==> config.mk <==
export PLATFORM = sky130hd
export DESIGN_NAME = tcs_sequencer
export DESIGN_NICKNAME = d
export VERILOG_FILES = /design/src/core/tcs_pkg.sv /design/src/core/tcs_sequencer.sv
export SDC_FILE = /design/constraint.sdc
export NUM_CORES = 1
export LEC_CHECK = 0
export BUFFER_PORTS_ARGS = -buffer_cell sky130_fd_sc_hd__buf_2
export CAP_MARGIN = 20
export CORE_UTILIZATION = 57
export CTS_BUF_LIST = sky130_fd_sc_hd__clkbuf_4
export DETAILED_ROUTE_END_ITERATION = 7
export HOLD_SLACK_MARGIN = 0.06
export PLACE_DENSITY = 0.8
export SETUP_SLACK_MARGIN = 0.02
export SKIP_CTS_REPAIR_TIMING = 1
export SLEW_MARGIN = 20
export SYNTH_ARGS = -nofsm -noshare
export SYNTH_HDL_FRONTEND = slang
export SYNTH_SLANG_ARGS = --single-unit
==> constraint.sdc <==
create_clock -name MCLK -period 3.23 [get_ports MCLK]
set_input_delay 0.323 -clock MCLK [delete_from_list [all_inputs] [get_ports MCLK]]
set_output_delay 0.323 -clock MCLK [all_outputs]
set_load 0.01 [all_outputs]
==> src/core/tcs_pkg.sv <==
package tcs_pkg;

  // Register command bytes.
  localparam logic [7:0] TCS_ADDR_STATUS = 8'h02;
  localparam logic [7:0] TCS_ADDR_CONFIG = 8'h03;
  localparam logic [7:0] TCS_ADDR_RATE = 8'h04;
  localparam logic [7:0] TCS_ADDR_ENABLE = 8'h05;
  localparam logic [7:0] TCS_ADDR_FILTER = 8'h06;
  localparam logic [7:0] TCS_ADDR_ONESHOT = 8'h0F;

  // Field positions.
  localparam int TCS_STANDBY_BIT = 6;
  localparam int TCS_BUSY_BIT = 7;
  localparam int TCS_RATE_LSB = 0;
  localparam int TCS_RATE_W = 2;
  localparam int TCS_EN_LSB = 0;
  localparam int TCS_EN_W = 3;
  localparam int TCS_FILT_LSB = 0;
  localparam int TCS_FILT_W = 4;
  localparam int TCS_FILT_R1_LSB = 0;
  localparam int TCS_FILT_R2_LSB = 2;

  // Reset values.
  localparam logic [7:0] TCS_CONFIG_RST = 8'h00;
  localparam logic [7:0] TCS_RATE_RST = 8'h02;
  localparam logic [7:0] TCS_ENABLE_RST = 8'h1F;
  localparam logic [7:0] TCS_FILTER_RST = 8'h0F;

  // Rate codes, channel numbers and the filter-off code.
  localparam logic [1:0] TCS_RATE_CONT = 2'h0;
  localparam logic [1:0] TCS_RATE_0364 = 2'h1;
  localparam logic [1:0] TCS_RATE_1000 = 2'h2;
  localparam logic [1:0] TCS_RATE_2500 = 2'h3;
  localparam logic [1:0] TCS_CH_LOCAL = 2'h0;
  localparam logic [1:0] TCS_CH_REMOTE1 = 2'h1;
  localparam logic [1:0] TCS_CH_REMOTE2 = 2'h2;
  localparam logic [1:0] TCS_CH_NONE = 2'h3;
  localparam logic [1:0] TCS_FILT_OFF = 2'h0;

  // Timing in microseconds and the derived cycle counts.
  localparam int unsigned TCS_CLK_MHZ = 200;
  localparam int unsigned TCS_T_LOCAL_US = 30000;
  localparam int unsigned TCS_T_REMOTE_US = 37000;
  localparam int unsigned TCS_T_RATE1_US = 364000;
  localparam int unsigned TCS_T_RATE2_US = 1000000;
  localparam int unsigned TCS_T_RATE3_US = 2500000;
  localparam int unsigned TCS_LOCAL_CYC = TCS_T_LOCAL_US * TCS_CLK_MHZ;
  localparam int unsigned TCS_REMOTE_CYC = TCS_T_REMOTE_US * TCS_CLK_MHZ;
  localparam int unsigned TCS_RATE1_CYC = TCS_T_RATE1_US * TCS_CLK_MHZ;
  localparam int unsigned TCS_RATE2_CYC = TCS_T_RATE2_US * TCS_CLK_MHZ;
  localparam int unsigned TCS_RATE3_CYC = TCS_T_RATE3_US * TCS_CLK_MHZ;

  typedef enum logic [1:0] {
    TCS_IDLE = 2'b00,
    TCS_CONV = 2'b01,
    TCS_STANDBY = 2'b11
  } tcs_state_e;

  typedef struct packed {
    logic wr;
    logic rd;
    logic [7:0] addr;
    logic [7:0] wdata;
  } tcs_req_s;

endpackage : tcs_pkg

==> src/core/tcs_sequencer.sv <==
`timescale 1ns/100ps
`default_nettype none

module tcs_sequencer #(
  parameter int unsigned LOCAL_CYC = tcs_pkg::TCS_LOCAL_CYC,
  parameter int unsigned REMOTE_CYC = tcs_pkg::TCS_REMOTE_CYC,
  parameter int unsigned RATE1_CYC = tcs_pkg::TCS_RATE1_CYC,
  parameter int unsigned RATE2_CYC = tcs_pkg::TCS_RATE2_CYC,
  parameter int unsigned RATE3_CYC = tcs_pkg::TCS_RATE3_CYC
) (
  // Clock and reset.
  input wire logic MCLK,
  input wire logic RESET,
  // Register access by command byte.
  input wire tcs_pkg::tcs_req_s REG_REQ,
  output logic [7:0] REG_RDATA,
  // Conversion control towards the front end.
  output logic [2:0] CONV_SEL,
  output logic [1:0] CONV_FILTER,
  output logic BUSY
);
  import tcs_pkg::*;

  logic [1:0] interval_select;
  logic [2:0] conv_en;
  logic [3:0] filter_mode;
  logic sw_standby;
  logic [7:0] rdata;
  logic [1:0] next_interval_select;
  logic [2:0] next_conv_en;
  logic [3:0] next_filter_mode;
  logic next_sw_standby;
  logic [7:0] next_rdata;
  logic oneshot_wr;

  tcs_state_e state;
  tcs_state_e next_state;
  logic [1:0] cur_ch;
  logic [1:0] next_cur_ch;
  logic [31:0] conv_cnt;
  logic [31:0] next_conv_cnt;
  logic [31:0] itv_cnt;
  logic [31:0] next_itv_cnt;
  logic [2:0] snap_en;
  logic [2:0] next_snap_en;
  logic [3:0] snap_filt;
  logic [3:0] next_snap_filt;
  logic single;
  logic next_single;
  logic [2:0] conv_sel;
  logic [2:0] next_conv_sel;
  logic [1:0] conv_filter;
  logic [1:0] next_conv_filter;
  logic busy;
  logic next_busy;
  logic [31:0] ival_cyc;
  logic [31:0] conv_len;
  logic itv_done;
  logic begin_seq;
  logic seq_single;
  logic [1:0] first_ch;
  logic [1:0] after_ch;

  // Lowest enabled channel at or above a starting index.
  function automatic logic [1:0] first_from(input logic [2:0] m, input logic [1:0] from);
    logic [1:0] r;
    r = TCS_CH_NONE;
    for (int i = 2; i >= 0; i--) begin
      if (m[i] && (2'(i) >= from)) begin
        r = 2'(i);
      end
    end
    return r;
  endfunction : first_from

  function automatic logic [1:0] filt_of(input logic [3:0] f, input logic [1:0] ch);
    logic [1:0] r;
    r = TCS_FILT_OFF;
    if (ch == TCS_CH_REMOTE1) begin
      r = f[TCS_FILT_R1_LSB +: 2];
    end else if (ch == TCS_CH_REMOTE2) begin
      r = f[TCS_FILT_R2_LSB +: 2];
    end
    return r;
  endfunction : filt_of

  // Register writes and reads.
  always_comb begin
    next_interval_select = interval_select;
    next_conv_en = conv_en;
    next_filter_mode = filter_mode;
    next_sw_standby = sw_standby;
    next_rdata = rdata;
    oneshot_wr = 1'b0;
    if (REG_REQ.wr) begin
      if (REG_REQ.addr == TCS_ADDR_CONFIG) begin
        next_sw_standby = REG_REQ.wdata[TCS_STANDBY_BIT];
      end else if (REG_REQ.addr == TCS_ADDR_RATE) begin
        next_interval_select = REG_REQ.wdata[TCS_RATE_LSB +: TCS_RATE_W];
      end else if (REG_REQ.addr == TCS_ADDR_ENABLE) begin
        next_conv_en = REG_REQ.wdata[TCS_EN_LSB +: TCS_EN_W];
      end else if (REG_REQ.addr == TCS_ADDR_FILTER) begin
        next_filter_mode = REG_REQ.wdata[TCS_FILT_LSB +: TCS_FILT_W];
      end else if (REG_REQ.addr == TCS_ADDR_ONESHOT) begin
        oneshot_wr = 1'b1;
      end
    end
    if (REG_REQ.rd) begin
      next_rdata = 8'h00;
      if (REG_REQ.addr == TCS_ADDR_STATUS) begin
        next_rdata[TCS_BUSY_BIT] = busy;
      end else if (REG_REQ.addr == TCS_ADDR_CONFIG) begin
        next_rdata[TCS_STANDBY_BIT] = sw_standby;
      end else if (REG_REQ.addr == TCS_ADDR_RATE) begin
        next_rdata[TCS_RATE_LSB +: TCS_RATE_W] = interval_select;
      end else if (REG_REQ.addr == TCS_ADDR_ENABLE) begin
        next_rdata[TCS_EN_LSB +: TCS_EN_W] = conv_en;
      end else if (REG_REQ.addr == TCS_ADDR_FILTER) begin
        next_rdata[TCS_FILT_LSB +: TCS_FILT_W] = filter_mode;
      end
    end
  end

  always_ff @(posedge MCLK) begin
    if (RESET) begin
      interval_select <= TCS_RATE_RST[TCS_RATE_LSB +: TCS_RATE_W];
      conv_en <= TCS_ENABLE_RST[TCS_EN_LSB +: TCS_EN_W];
      filter_mode <= TCS_FILTER_RST[TCS_FILT_LSB +: TCS_FILT_W];
      sw_standby <= TCS_CONFIG_RST[TCS_STANDBY_BIT];
      rdata <= 8'h00;
    end else begin
      interval_select <= next_interval_select;
      conv_en <= next_conv_en;
      filter_mode <= next_filter_mode;
      sw_standby <= next_sw_standby;
      rdata <= next_rdata;
    end
  end

  // Interval length; zero means continuous.
  always_comb begin
    ival_cyc = 32'h0000_0000;
    if (interval_select == TCS_RATE_0364) begin
      ival_cyc = RATE1_CYC;
    end else if (interval_select == TCS_RATE_1000) begin
      ival_cyc = RATE2_CYC;
    end else if (interval_select == TCS_RATE_2500) begin
      ival_cyc = RATE3_CYC;
    end
  end

  assign conv_len = (cur_ch == TCS_CH_LOCAL) ? LOCAL_CYC : REMOTE_CYC;
  assign itv_done = (ival_cyc == 32'h0000_0000) || (itv_cnt >= ival_cyc - 32'h0000_0001);
  assign first_ch = first_from(conv_en, TCS_CH_LOCAL);
  assign after_ch = first_from(snap_en, 2'(cur_ch + 2'h1));

  // Sequencer.
  always_comb begin
    next_state = state;
    next_cur_ch = cur_ch;
    next_conv_cnt = conv_cnt;
    next_itv_cnt = (itv_cnt == 32'hFFFF_FFFF) ? itv_cnt : itv_cnt + 32'h0000_0001;
    next_snap_en = snap_en;
    next_snap_filt = snap_filt;
    next_single = single;
    begin_seq = 1'b0;
    seq_single = 1'b0;
    case (state)
      TCS_IDLE: begin
        if (!sw_standby) begin
          begin_seq = 1'b1;
        end else if (oneshot_wr) begin
          begin_seq = 1'b1;
          seq_single = 1'b1;
        end
      end
      TCS_CONV: begin
        if (conv_cnt >= conv_len - 32'h0000_0001) begin
          next_conv_cnt = 32'h0000_0000;
          if (after_ch != TCS_CH_NONE) begin
            next_cur_ch = after_ch;
          end else if (single || sw_standby) begin
            next_state = TCS_IDLE;
          end else if (ival_cyc == 32'h0000_0000) begin
            begin_seq = 1'b1;
          end else begin
            next_state = TCS_STANDBY;
          end
        end else begin
          next_conv_cnt = conv_cnt + 32'h0000_0001;
        end
      end
      TCS_STANDBY: begin
        if (sw_standby) begin
          next_state = TCS_IDLE;
        end else if (itv_done) begin
          begin_seq = 1'b1;
        end
      end
      default: begin
        next_state = TCS_IDLE;
      end
    endcase
    if (begin_seq) begin
      next_itv_cnt = 32'h0000_0000;
      next_snap_en = conv_en;
      next_snap_filt = filter_mode;
      next_single = seq_single;
      next_conv_cnt = 32'h0000_0000;
      if (first_ch != TCS_CH_NONE) begin
        next_state = TCS_CONV;
        next_cur_ch = first_ch;
      end else if (seq_single || ival_cyc == 32'h0000_0000) begin
        next_state = TCS_IDLE;
      end else begin
        next_state = TCS_STANDBY;
      end
    end
    next_busy = (next_state == TCS_CONV);
    next_conv_sel = (next_state == TCS_CONV) ? 3'(3'h1 << next_cur_ch) : 3'h0;
    next_conv_filter = filt_of(next_snap_filt, next_cur_ch);
  end

  always_ff @(posedge MCLK) begin
    if (RESET) begin
      state <= TCS_IDLE;
      cur_ch <= TCS_CH_LOCAL;
      conv_cnt <= 32'h0000_0000;
      itv_cnt <= 32'h0000_0000;
      snap_en <= 3'h0;
      snap_filt <= 4'h0;
      single <= 1'b0;
      conv_sel <= 3'h0;
      conv_filter <= 2'h0;
      busy <= 1'b0;
    end else begin
      state <= next_state;
      cur_ch <= next_cur_ch;
      conv_cnt <= next_conv_cnt;
      itv_cnt <= next_itv_cnt;
      snap_en <= next_snap_en;
      snap_filt <= next_snap_filt;
      single <= next_single;
      conv_sel <= next_conv_sel;
      conv_filter <= next_conv_filter;
      busy <= next_busy;
    end
  end

  assign REG_RDATA = rdata;
  assign CONV_SEL = conv_sel;
  assign CONV_FILTER = conv_filter;
  assign BUSY = busy;
endmodule : tcs_sequencer

`default_nettype wire

==> report_table.html, run 1 <==
<table>
<tr><th>Metric</th><th>Value</th></tr>
<tr><th colspan="2">STA</th></tr>
<tr><td>Final clock skew</td><td>0.0340 ns</td></tr>
<tr><td>Headroom to the max-slew limit</td><td>0.402</td></tr>
<tr><td>Number of setup violations in the final report</td><td>0</td></tr>
<tr><td>Pins Over Slew Limit</td><td>0</td></tr>
<tr><td>Transition time of the tightest slew-check pin</td><td>0.884 ns</td></tr>
<tr><td>Final worst-path cycle share</td><td>0.974</td></tr>
<tr><td>Final Worst Setup Slack</td><td>0.0834 ns</td></tr>
<tr><td>Shortest period the worst path allows</td><td>3.15 ns</td></tr>
<tr><td>Final Hold Vio Count</td><td>0</td></tr>
<tr><td>Maximum clock frequency</td><td>0.318 GHz</td></tr>
<tr><th colspan="2">Route</th></tr>
<tr><td>Count of unresolved DRC violations after routing</td><td>0</td></tr>
<tr><td>Remaining number of nets flagged by the antenna check after routing</td><td>0</td></tr>
<tr><td>Vias per std cell</td><td>6.06</td></tr>
<tr><td>Drt pass-1 iters</td><td>4</td></tr>
<tr><td>Initial DRC count</td><td>239</td></tr>
<tr><td>Final routed wire length divided by cell count</td><td>15.3 um</td></tr>
<tr><td>Detailed Route WL</td><td>12000 um</td></tr>
<tr><td>DR vias</td><td>4763</td></tr>
<tr><th colspan="2">Worst setup path</th></tr>
<tr><td>Class of the most critical setup path</td><td>flip-flop to flip-flop</td></tr>
<tr><td>Critical Path Source Type</td><td>flip-flop</td></tr>
<tr><td>Ordered cell list for the critical path</td><td>buf_4 -&gt; ha_1 -&gt; xnor2_1 -&gt; ha_1 -&gt; nand4_1 -&gt; nor4_1 -&gt; a211oi_2 -&gt; o211ai_4 -&gt; or2_4 -&gt; a221o_1 -&gt; a221o_1 -&gt; mux2i_1</td></tr>
<tr><td>CP delay by family, top</td><td>compound AO/OA/AOI/OAI gates</td></tr>
<tr><td>Highest net fanout along the worst path</td><td>6</td></tr>
<tr><td>Crit path required time</td><td>3.65 ns</td></tr>
<tr><td>Slowest CP cell</td><td>dfxtp_4</td></tr>
<tr><td>Depth of the worst register-to-register path</td><td>12</td></tr>
<tr><td>Slowest Stage Delay on Critical Path</td><td>0.39 ns</td></tr>
<tr><td>Count of buffering cells on the critical path with inverters included</td><td>1</td></tr>
<tr><td>Flop-to-flop setup slack</td><td>0.08 ns</td></tr>
<tr><td>Capturing element type of the critical path</td><td>flip-flop</td></tr>
<tr><td>Launch instance of the worst register-to-register path</td><td>interval_select[0]</td></tr>
<tr><td>Worst reg2reg endpoint</td><td>CONV_FILTER[1]</td></tr>
<tr><td>Crit path DAT</td><td>3.57 ns</td></tr>
<tr><th colspan="2">Synthesis</th></tr>
<tr><td>Area fraction of the dominant cell type after synthesis</td><td>0.367</td></tr>
<tr><td>Total standard cell area after synthesis</td><td>5350 um^2</td></tr>
<tr><td>Number of instances in the synthesized netlist</td><td>629</td></tr>
<tr><td>Number of distinct library cell variants in the gate-level netlist after synthesis</td><td>64</td></tr>
<tr><td>Seq/Total Area, Yosys</td><td>0.367</td></tr>
<tr><td>Syn avg cell area</td><td>8.50 um^2</td></tr>
<tr><td>Library cell occupying the most area in the post-synthesis netlist</td><td>dfxtp_1</td></tr>
<tr><td>Number of synthesized flops with an enable pin</td><td>0</td></tr>
<tr><td>Number of synthesis warnings</td><td>0</td></tr>
<tr><td>#FFs+latches synth</td><td>98</td></tr>
<tr><td>Leading cell types by total area after synthesis</td><td>dfxtp_1 37%, ha_1 11%, nor2_1 6.5%, xor2_1 4.6%, nand2_1 3.8%</td></tr>
<tr><td>Most used flip-flop cell after synthesis</td><td>dfxtp_1</td></tr>
<tr><td>Most used standard cell by instance count after synthesis</td><td>dfxtp_1</td></tr>
<tr><td>Ys async rst share</td><td>0</td></tr>
<tr><td>Top post-synthesis cells by count</td><td>98 x dfxtp_1, 92 x nor2_1, 54 x nand2_1, 46 x ha_1, 40 x nand3_1</td></tr>
<tr><th colspan="2">Power</th></tr>
<tr><td>Power density over the cells</td><td>338 nW/um^2</td></tr>
<tr><td>Leak</td><td>2.31 nW</td></tr>
<tr><td>Internal Power</td><td>0.00153 W</td></tr>
<tr><td>Clk network pwr share</td><td>0.320</td></tr>
<tr><td>VDD IR-drop max</td><td>0.223 mV</td></tr>
<tr><td>Power consumption</td><td>0.00205 W</td></tr>
<tr><td>Power dissipated by switching net loads</td><td>0.000519 W</td></tr>
<tr><td>Power share of the combinational group</td><td>0.077</td></tr>
<tr><td>Sw Share</td><td>0.253</td></tr>
<tr><td>Sequential share of power</td><td>0.603</td></tr>
<tr><th colspan="2">Worst hold path</th></tr>
<tr><td>Hold Path Origin</td><td>REG_REQ[3]</td></tr>
<tr><td>Hold crit path type</td><td>primary input to flip-flop</td></tr>
<tr><td>Min-Delay Endpoint</td><td>filter_mode[3]</td></tr>
<tr><td>Number of cells on the worst hold path</td><td>3</td></tr>
<tr><th colspan="2">Place</th></tr>
<tr><td>Number of port buffers</td><td>28</td></tr>
<tr><td>Weighted congestion reported at the end of routability-driven placement</td><td>0.865</td></tr>
<tr><td>Post-DP HPWL</td><td>8420 um</td></tr>
<tr><td>Cell area reported after detailed placement</td><td>5730 um^2</td></tr>
<tr><td>Minimum setup slack after placement</td><td>-0.0441 ns</td></tr>
<tr><th colspan="2">Floorplan</th></tr>
<tr><td>I/O Pins</td><td>34</td></tr>
<tr><td>Die Span Y</td><td>98.9 um</td></tr>
<tr><td>Std cell rows</td><td>34</td></tr>
<tr><td>Starting density of the core</td><td>0.602</td></tr>
<tr><td>Die footprint</td><td>9780 um^2</td></tr>
<tr><td>Std-Cell Core Area</td><td>8890 um^2</td></tr>
<tr><td>Width of the die</td><td>98.9 um</td></tr>
<tr><th colspan="2">Global route</th></tr>
<tr><td>Met3 track demand over resource</td><td>0.0383</td></tr>
<tr><td>Number of global-route vias before repair</td><td>4324</td></tr>
<tr><td>Total GRT Usage</td><td>0.242</td></tr>
<tr><td>Sum of overflow across all layers after global routing</td><td>0</td></tr>
<tr><td>Initial antenna violation count</td><td>0</td></tr>
<tr><td>Met1 track demand over resource</td><td>0.299</td></tr>
<tr><td>Most Crowded Layer GR</td><td>met2</td></tr>
<tr><td>First-pass GRT wire length</td><td>19200 um</td></tr>
<tr><td>Global routing usage on met2</td><td>0.414</td></tr>
<tr><td>Largest net degree at the start of global routing</td><td>32</td></tr>
<tr><th colspan="2">Layout</th></tr>
<tr><td># diodes</td><td>0</td></tr>
<tr><td>Ratio of cells with drive above 1 in the final layout</td><td>0.162</td></tr>
<tr><td>Post-route design area</td><td>6050 um^2</td></tr>
<tr><td>Area growth from synthesis to final layout</td><td>13.2%</td></tr>
<tr><td>Final nets</td><td>740</td></tr>
<tr><th colspan="2">Clocking</th></tr>
<tr><td>Buffer cell driving the clock tree root</td><td>clkbuf_4</td></tr>
<tr><td>Max clock buf depth</td><td>2</td></tr>
<tr><td>TritonCTS clock tree</td><td>built</td></tr>
<tr><td>Clock Sink Count</td><td>98</td></tr>
<tr><td>CTS Buf Count</td><td>9</td></tr>
<tr><td>Clock latency at the later pin of the worst-skew pair</td><td>0.47 ns</td></tr>
<tr><td>Worst-path clk slew</td><td>0.17 ns</td></tr>
<tr><td>Clock H-tree levels</td><td>3</td></tr>
<tr><th colspan="2">Status</th></tr>
<tr><td>Status</td><td>completed</td></tr>
<tr><th colspan="2">Run</th></tr>
<tr><td>Max-Cap Viols</td><td>0</td></tr>
</table>
==> cells by family after synthesis <==
family | after synthesis | share of synthesized area
AND/OR/NAND/NOR | 280 | 0.260
AO/OA/AOI/OAI | 102 | 0.127
flip-flops | 98 | 0.367
XOR/XNOR | 51 | 0.0835
adder cells (fa/ha/maj) | 46 | 0.108
buffers and inverters | 40 | 0.0342
multiplexers | 11 | 0.0206
other | 1 | 0.000701
==> worst max-delay path by stage <==
stage,start,end,slack (ns),cells after the start
6_report,interval_select[0],CONV_FILTER[1],0.08,12
5_1_grt,interval_select[0],CONV_FILTER[0],-0.02,12
4_1_cts,interval_select[0],CONV_SEL[1],-0.09,12
3_5_place_dp,interval_select[0],CONV_SEL[1],-0.04,12
3_3_place_gp,interval_select[0],CONV_FILTER[1],0.02,12
2_1_floorplan,interval_select[0],CONV_SEL[1],0.04,13
==> power by group through the flow <==
stage	combinational, W	sequential [W]	clock [W]
finish	0.000158	0.00124	0.000655
global route	0.000172	0.00124	0.000708
CTS	0.000145	0.00124	0.000666
detailed placement	0.000144	0.00126	0
global placement	0.000139	0.00126	0
floorplan	0.0000959	0.00126	0
==> stage by stage <==
stage	utilization	hold slack, ns	cells	TNS, ns
2_1_floorplan	-	0.437	630	0
3_3_place_gp	0.644	0.454	769	0
3_5_place_dp	0.644	0.461	769	-0.112
4_1_cts	0.659	0.0841	784	-0.405
5_1_grt	0.681	0.103	786	-0.0279
6_report	0.681	0.0908	786	0
==> routing by layer <==
| metal | up-vias | wire (um) | share of wire |
|---|---|---|---|
| li1 | 2330 | - | - |
| met1 | 2255 | 5240 | 0.44 |
| met2 | 143 | 5880 | 0.49 |
| met3 | 35 | 578 | 0.048 |
| met4 | 0 | 303 | 0.025 |
| met5 | - | 0 | 0 |
==> worst min-delay path: stages <==
cell,delay (ns)
buf_2,0.07
nand3_1,0.05
nand3_1,0.07
==> flip-flops by register name, summed over array words and instances, names as in the netlist, 3 cells and up <==
| name | count |
|---|---|
| itv_cnt | 32 |
| conv_cnt | 32 |
| snap_en | 3 |
| filter_mode | 4 |
| conv_en | 3 |
| REG_RDATA | 6 |
| CONV_SEL | 3 |
| snap_filt | 4 |
==> final cells by class <==
| cell class | instances | area [um^2] |
|---|---|---|
| Multi-Input combinational cell | 493 | 3380 |
| Timing Repair Buffer | 53 | 353 |
| Clock inverter | 5 | 55.1 |
| Fill cell | 679 | 2840 |
| Clock buffer | 10 | 75.1 |
| Sequential cell | 98 | 1970 |
| Tap cell | 108 | 135 |
| Inverter | 19 | 81.3 |
==> layout by cell type, fill, tap and decap left out, types with 3 or more instances in the layout <==
cell | synthesis | final
or4_4 | 2 | 3
nor3_1 | 12 | 12
a211o_1 | 4 | 4
inv_2 | 0 | 3
nand4_1 | 18 | 18
dfxtp_2 | 0 | 3
and3_1 | 11 | 11
buf_2 | 4 | 28
nand3_1 | 40 | 39
nor2b_1 | 3 | 3
dfxtp_1 | 98 | 94
buf_4 | 3 | 23
or3_1 | 9 | 9
nand2b_1 | 5 | 5
clkbuf_4 | 0 | 10
mux2i_1 | 11 | 11
xor2_1 | 28 | 28
and4_1 | 9 | 9
o21ai_1 | 1 | 3
nand2_1 | 54 | 54
a31oi_1 | 3 | 3
and2_1 | 3 | 3
xnor2_1 | 23 | 23
ha_4 | 0 | 9
o21ai_0 | 20 | 18
a21oi_1 | 38 | 37
or4_1 | 4 | 3
ha_1 | 46 | 35
inv_1 | 19 | 13
nor4_1 | 4 | 4
a211oi_1 | 8 | 7
a221o_1 | 3 | 3
nor2_1 | 92 | 91
or2_2 | 3 | 3
(Power assumes the default switching activity.)
==> run 2: changes to the inputs <==
==> constraint.sdc (replaced) <==
create_clock -name MCLK -period 3.23 [get_ports MCLK]
set_input_delay 0.646 -clock MCLK [delete_from_list [all_inputs] [get_ports MCLK]]
set_output_delay 0.646 -clock MCLK [all_outputs]
set_load 0.01 [all_outputs]
==> run 2 against run 1 <==
- final area up 2.7%
- non-clock buffer count up 3
- utilization up 1.8 points
- via count is 1.6% lower
- global-route usage fell by 0.58 points
- largest cell class unchanged
- clock skew shrank 0.015 ns
- combinational power rose by 4%
==> report_table.html, run 2 (synthesized netlist as in run 1, its figures left out) <==
<table>
<tr><th>Metric</th><th>Value</th></tr>
<tr><th colspan="2">Status</th></tr>
<tr><td>Status</td><td>completed</td></tr>
<tr><th colspan="2">Global route</th></tr>
<tr><td>Sum of overflow across all layers after global routing</td><td>0</td></tr>
<tr><td>Number of global-route vias before repair</td><td>4322</td></tr>
<tr><td>First-pass GRT wire length</td><td>18900 um</td></tr>
<tr><td>Initial antenna violation count</td><td>0</td></tr>
<tr><td>Largest net degree at the start of global routing</td><td>32</td></tr>
<tr><td>Total GRT Usage</td><td>0.236</td></tr>
<tr><th colspan="2">STA</th></tr>
<tr><td>Final TNS setup</td><td>0 ns</td></tr>
<tr><td>Shortest period the worst path allows</td><td>3.17 ns</td></tr>
<tr><td>Pins Over Slew Limit</td><td>0</td></tr>
<tr><td>Transition time of the tightest slew-check pin</td><td>0.758 ns</td></tr>
<tr><td>Setup repair after global routing missed its margin</td><td>yes</td></tr>
<tr><td>Final clock skew</td><td>0.0188 ns</td></tr>
<tr><td>Maximum clock frequency</td><td>0.316 GHz</td></tr>
<tr><td>Final worst-path cycle share</td><td>0.980</td></tr>
<tr><td>Number of setup violations in the final report</td><td>0</td></tr>
<tr><td>Headroom to the max-slew limit</td><td>0.487</td></tr>
<tr><td>Final Hold Vio Count</td><td>0</td></tr>
<tr><td>Final Worst Setup Slack</td><td>0.0634 ns</td></tr>
<tr><th colspan="2">Clocking</th></tr>
<tr><td>Clock Sink Count</td><td>98</td></tr>
<tr><td>TritonCTS clock tree</td><td>built</td></tr>
<tr><td>Buffer cell driving the clock tree root</td><td>clkbuf_4</td></tr>
<tr><td>Max clock buf depth</td><td>2</td></tr>
<tr><td>CTS Buf Count</td><td>9</td></tr>
<tr><td>Clock H-tree levels</td><td>3</td></tr>
<tr><td>Clock latency at the later pin of the worst-skew pair</td><td>0.45 ns</td></tr>
<tr><td>Worst-path clk slew</td><td>0.16 ns</td></tr>
<tr><th colspan="2">Place</th></tr>
<tr><td>Post-DP HPWL</td><td>8420 um</td></tr>
<tr><td>Number of cells in the design after placement</td><td>772</td></tr>
<tr><td>Minimum setup slack after placement</td><td>-0.0590 ns</td></tr>
<tr><td>Weighted congestion reported at the end of routability-driven placement</td><td>0.846</td></tr>
<tr><td>Number of port buffers</td><td>28</td></tr>
<tr><th colspan="2">Floorplan</th></tr>
<tr><td>Starting density of the core</td><td>0.602</td></tr>
<tr><td>Std cell rows</td><td>34</td></tr>
<tr><td>I/O Pins</td><td>34</td></tr>
<tr><td>Die Span Y</td><td>98.9 um</td></tr>
<tr><td>Die footprint</td><td>9780 um^2</td></tr>
<tr><td>Std-Cell Core Area</td><td>8890 um^2</td></tr>
<tr><td>Width of the die</td><td>98.9 um</td></tr>
<tr><th colspan="2">Power</th></tr>
<tr><td>Sequential share of power</td><td>0.582</td></tr>
<tr><td>Power density over the cells</td><td>342 nW/um^2</td></tr>
<tr><td>Leak</td><td>2.35 nW</td></tr>
<tr><td>Sw Share</td><td>0.243</td></tr>
<tr><td>Power dissipated by switching net loads</td><td>0.000517 W</td></tr>
<tr><td>VDD IR-drop max</td><td>0.199 mV</td></tr>
<tr><td>Clk network pwr share</td><td>0.341</td></tr>
<tr><td>Internal Power</td><td>0.00161 W</td></tr>
<tr><td>Power share of the combinational group</td><td>0.078</td></tr>
<tr><th colspan="2">Worst setup path</th></tr>
<tr><td>Crit path DAT</td><td>3.49 ns</td></tr>
<tr><td>Critical Path Source Type</td><td>flip-flop</td></tr>
<tr><td>Capturing element type of the critical path</td><td>flip-flop</td></tr>
<tr><td>Crit path required time</td><td>3.56 ns</td></tr>
<tr><td>Class of the most critical setup path</td><td>flip-flop to flip-flop</td></tr>
<tr><td>Highest net fanout along the worst path</td><td>6</td></tr>
<tr><th colspan="2">Layout</th></tr>
<tr><td>Non-filler instance count after layout</td><td>789</td></tr>
<tr><td>Layout filler cell count</td><td>658</td></tr>
<tr><td>Final nets</td><td>743</td></tr>
<tr><td>Ratio of cells with drive above 1 in the final layout</td><td>0.186</td></tr>
<tr><td># diodes</td><td>0</td></tr>
<tr><td>Most used cells in the layout excluding fill and tap cells</td><td>94 x dfxtp_1, 90 x nor2_1, 54 x nand2_1</td></tr>
<tr><td>Most common cell after layout, fill and taps aside</td><td>dfxtp_1</td></tr>
<tr><td>Final core occ</td><td>0.699</td></tr>
<tr><td>Area growth from synthesis to final layout</td><td>16.2%</td></tr>
<tr><th colspan="2">Route</th></tr>
<tr><td>Met3 layer wire length in the routed design</td><td>460 um</td></tr>
<tr><td>Drt pass-1 iters</td><td>6</td></tr>
<tr><td>Met2 Routed Length</td><td>5640 um</td></tr>
<tr><td>Initial DRC count</td><td>217</td></tr>
<tr><td>Final routed wire length divided by cell count</td><td>14.8 um</td></tr>
<tr><td>Count of unresolved DRC violations after routing</td><td>0</td></tr>
<tr><td>Vias per std cell</td><td>5.94</td></tr>
<tr><td>Highest routing layer actually used</td><td>met4</td></tr>
<tr><td>DR vias</td><td>4686</td></tr>
<tr><td>Wl on met1</td><td>5310 um</td></tr>
<tr><td>Detailed Route WL</td><td>11700 um</td></tr>
<tr><td>Remaining number of nets flagged by the antenna check after routing</td><td>0</td></tr>
<tr><th colspan="2">Run</th></tr>
<tr><td>Max-Cap Viols</td><td>0</td></tr>
<tr><th colspan="2">Worst hold path</th></tr>
<tr><td>Hold crit path type</td><td>primary input to flip-flop</td></tr>
</table>
[run 2: cell count changes in the layout (fill, tap and decap cells not counted), moves of 2 or more]
cell / change
nand3_2: +2
buf_6: +3
nand3_1: -2
a211o_1: -2
ha_1: -4
a211o_4: +2
ha_4: +3
[run 2: final timing paths]
kind                                         start     endpoint  slack, ns  depth (start not counted)
worst max register to register  interval_select[0]  CONV_SEL[1]       0.06                         13
worst min register to register          snap_en[2]   snap_en[2]       0.48                          2
worst max-delay path            interval_select[0]  CONV_SEL[1]       0.06                         13
worst min-delay path                    REG_REQ[6]   sw_standby       0.42                          3
[run 2: worst max-delay path, stage by stage (launching register included)]
cell and delay, ns:
dfxtp_4 0.40, inv_6 0.08, ha_4 0.13, inv_2 0.07
ha_4 0.28, nand3_2 0.09, or4_4 0.50, or4_4 0.44
o211ai_4 0.24, or2_4 0.22, buf_6 0.11, a211o_1 0.13
o311ai_4 0.15, nor3b_2 0.19
[run 2: area by class of cell]
class,count,area [um^2],area share
inverter,19,83.8,0.0135
multi-input combinational,493,3470,0.559
timing repair buffer,56,394,0.0634
sequential,98,1970,0.317
tap,108,135,0.0217
clock buffer,9,67.6,0.0109
clock inverter,6,90.1,0.0145
[run 2: power groups by stage]
| stage | registers [W] | logic (W) | clock network, W |
|---|---|---|---|
| floorplan | 0.00126 | 0.0000959 | 0 |
| global placement | 0.00126 | 0.000141 | 0 |
| detailed placement | 0.00126 | 0.000146 | 0 |
| CTS | 0.00124 | 0.000147 | 0.000738 |
| global route | 0.00124 | 0.000180 | 0.000785 |
| finish | 0.00124 | 0.000165 | 0.000723 |
[run 2: metrics by stage]
step	hold slack, ns	cell area, um^2	total power, W
finish	0.420	6210	0.00212
global route	0.419	6210	0.00220
CTS	0.408	5910	0.00212
detailed placement	0.455	5750	0.00141
global placement	0.451	5750	0.00140
floorplan	0.437	5360	0.00136
[run 2: layer usage]
layer	vias to the layer above	GRT usage
li1	2332	-
met1	2214	0.295
met2	115	0.406
met3	25	0.0319
met4	0	0.104
met5	-	0
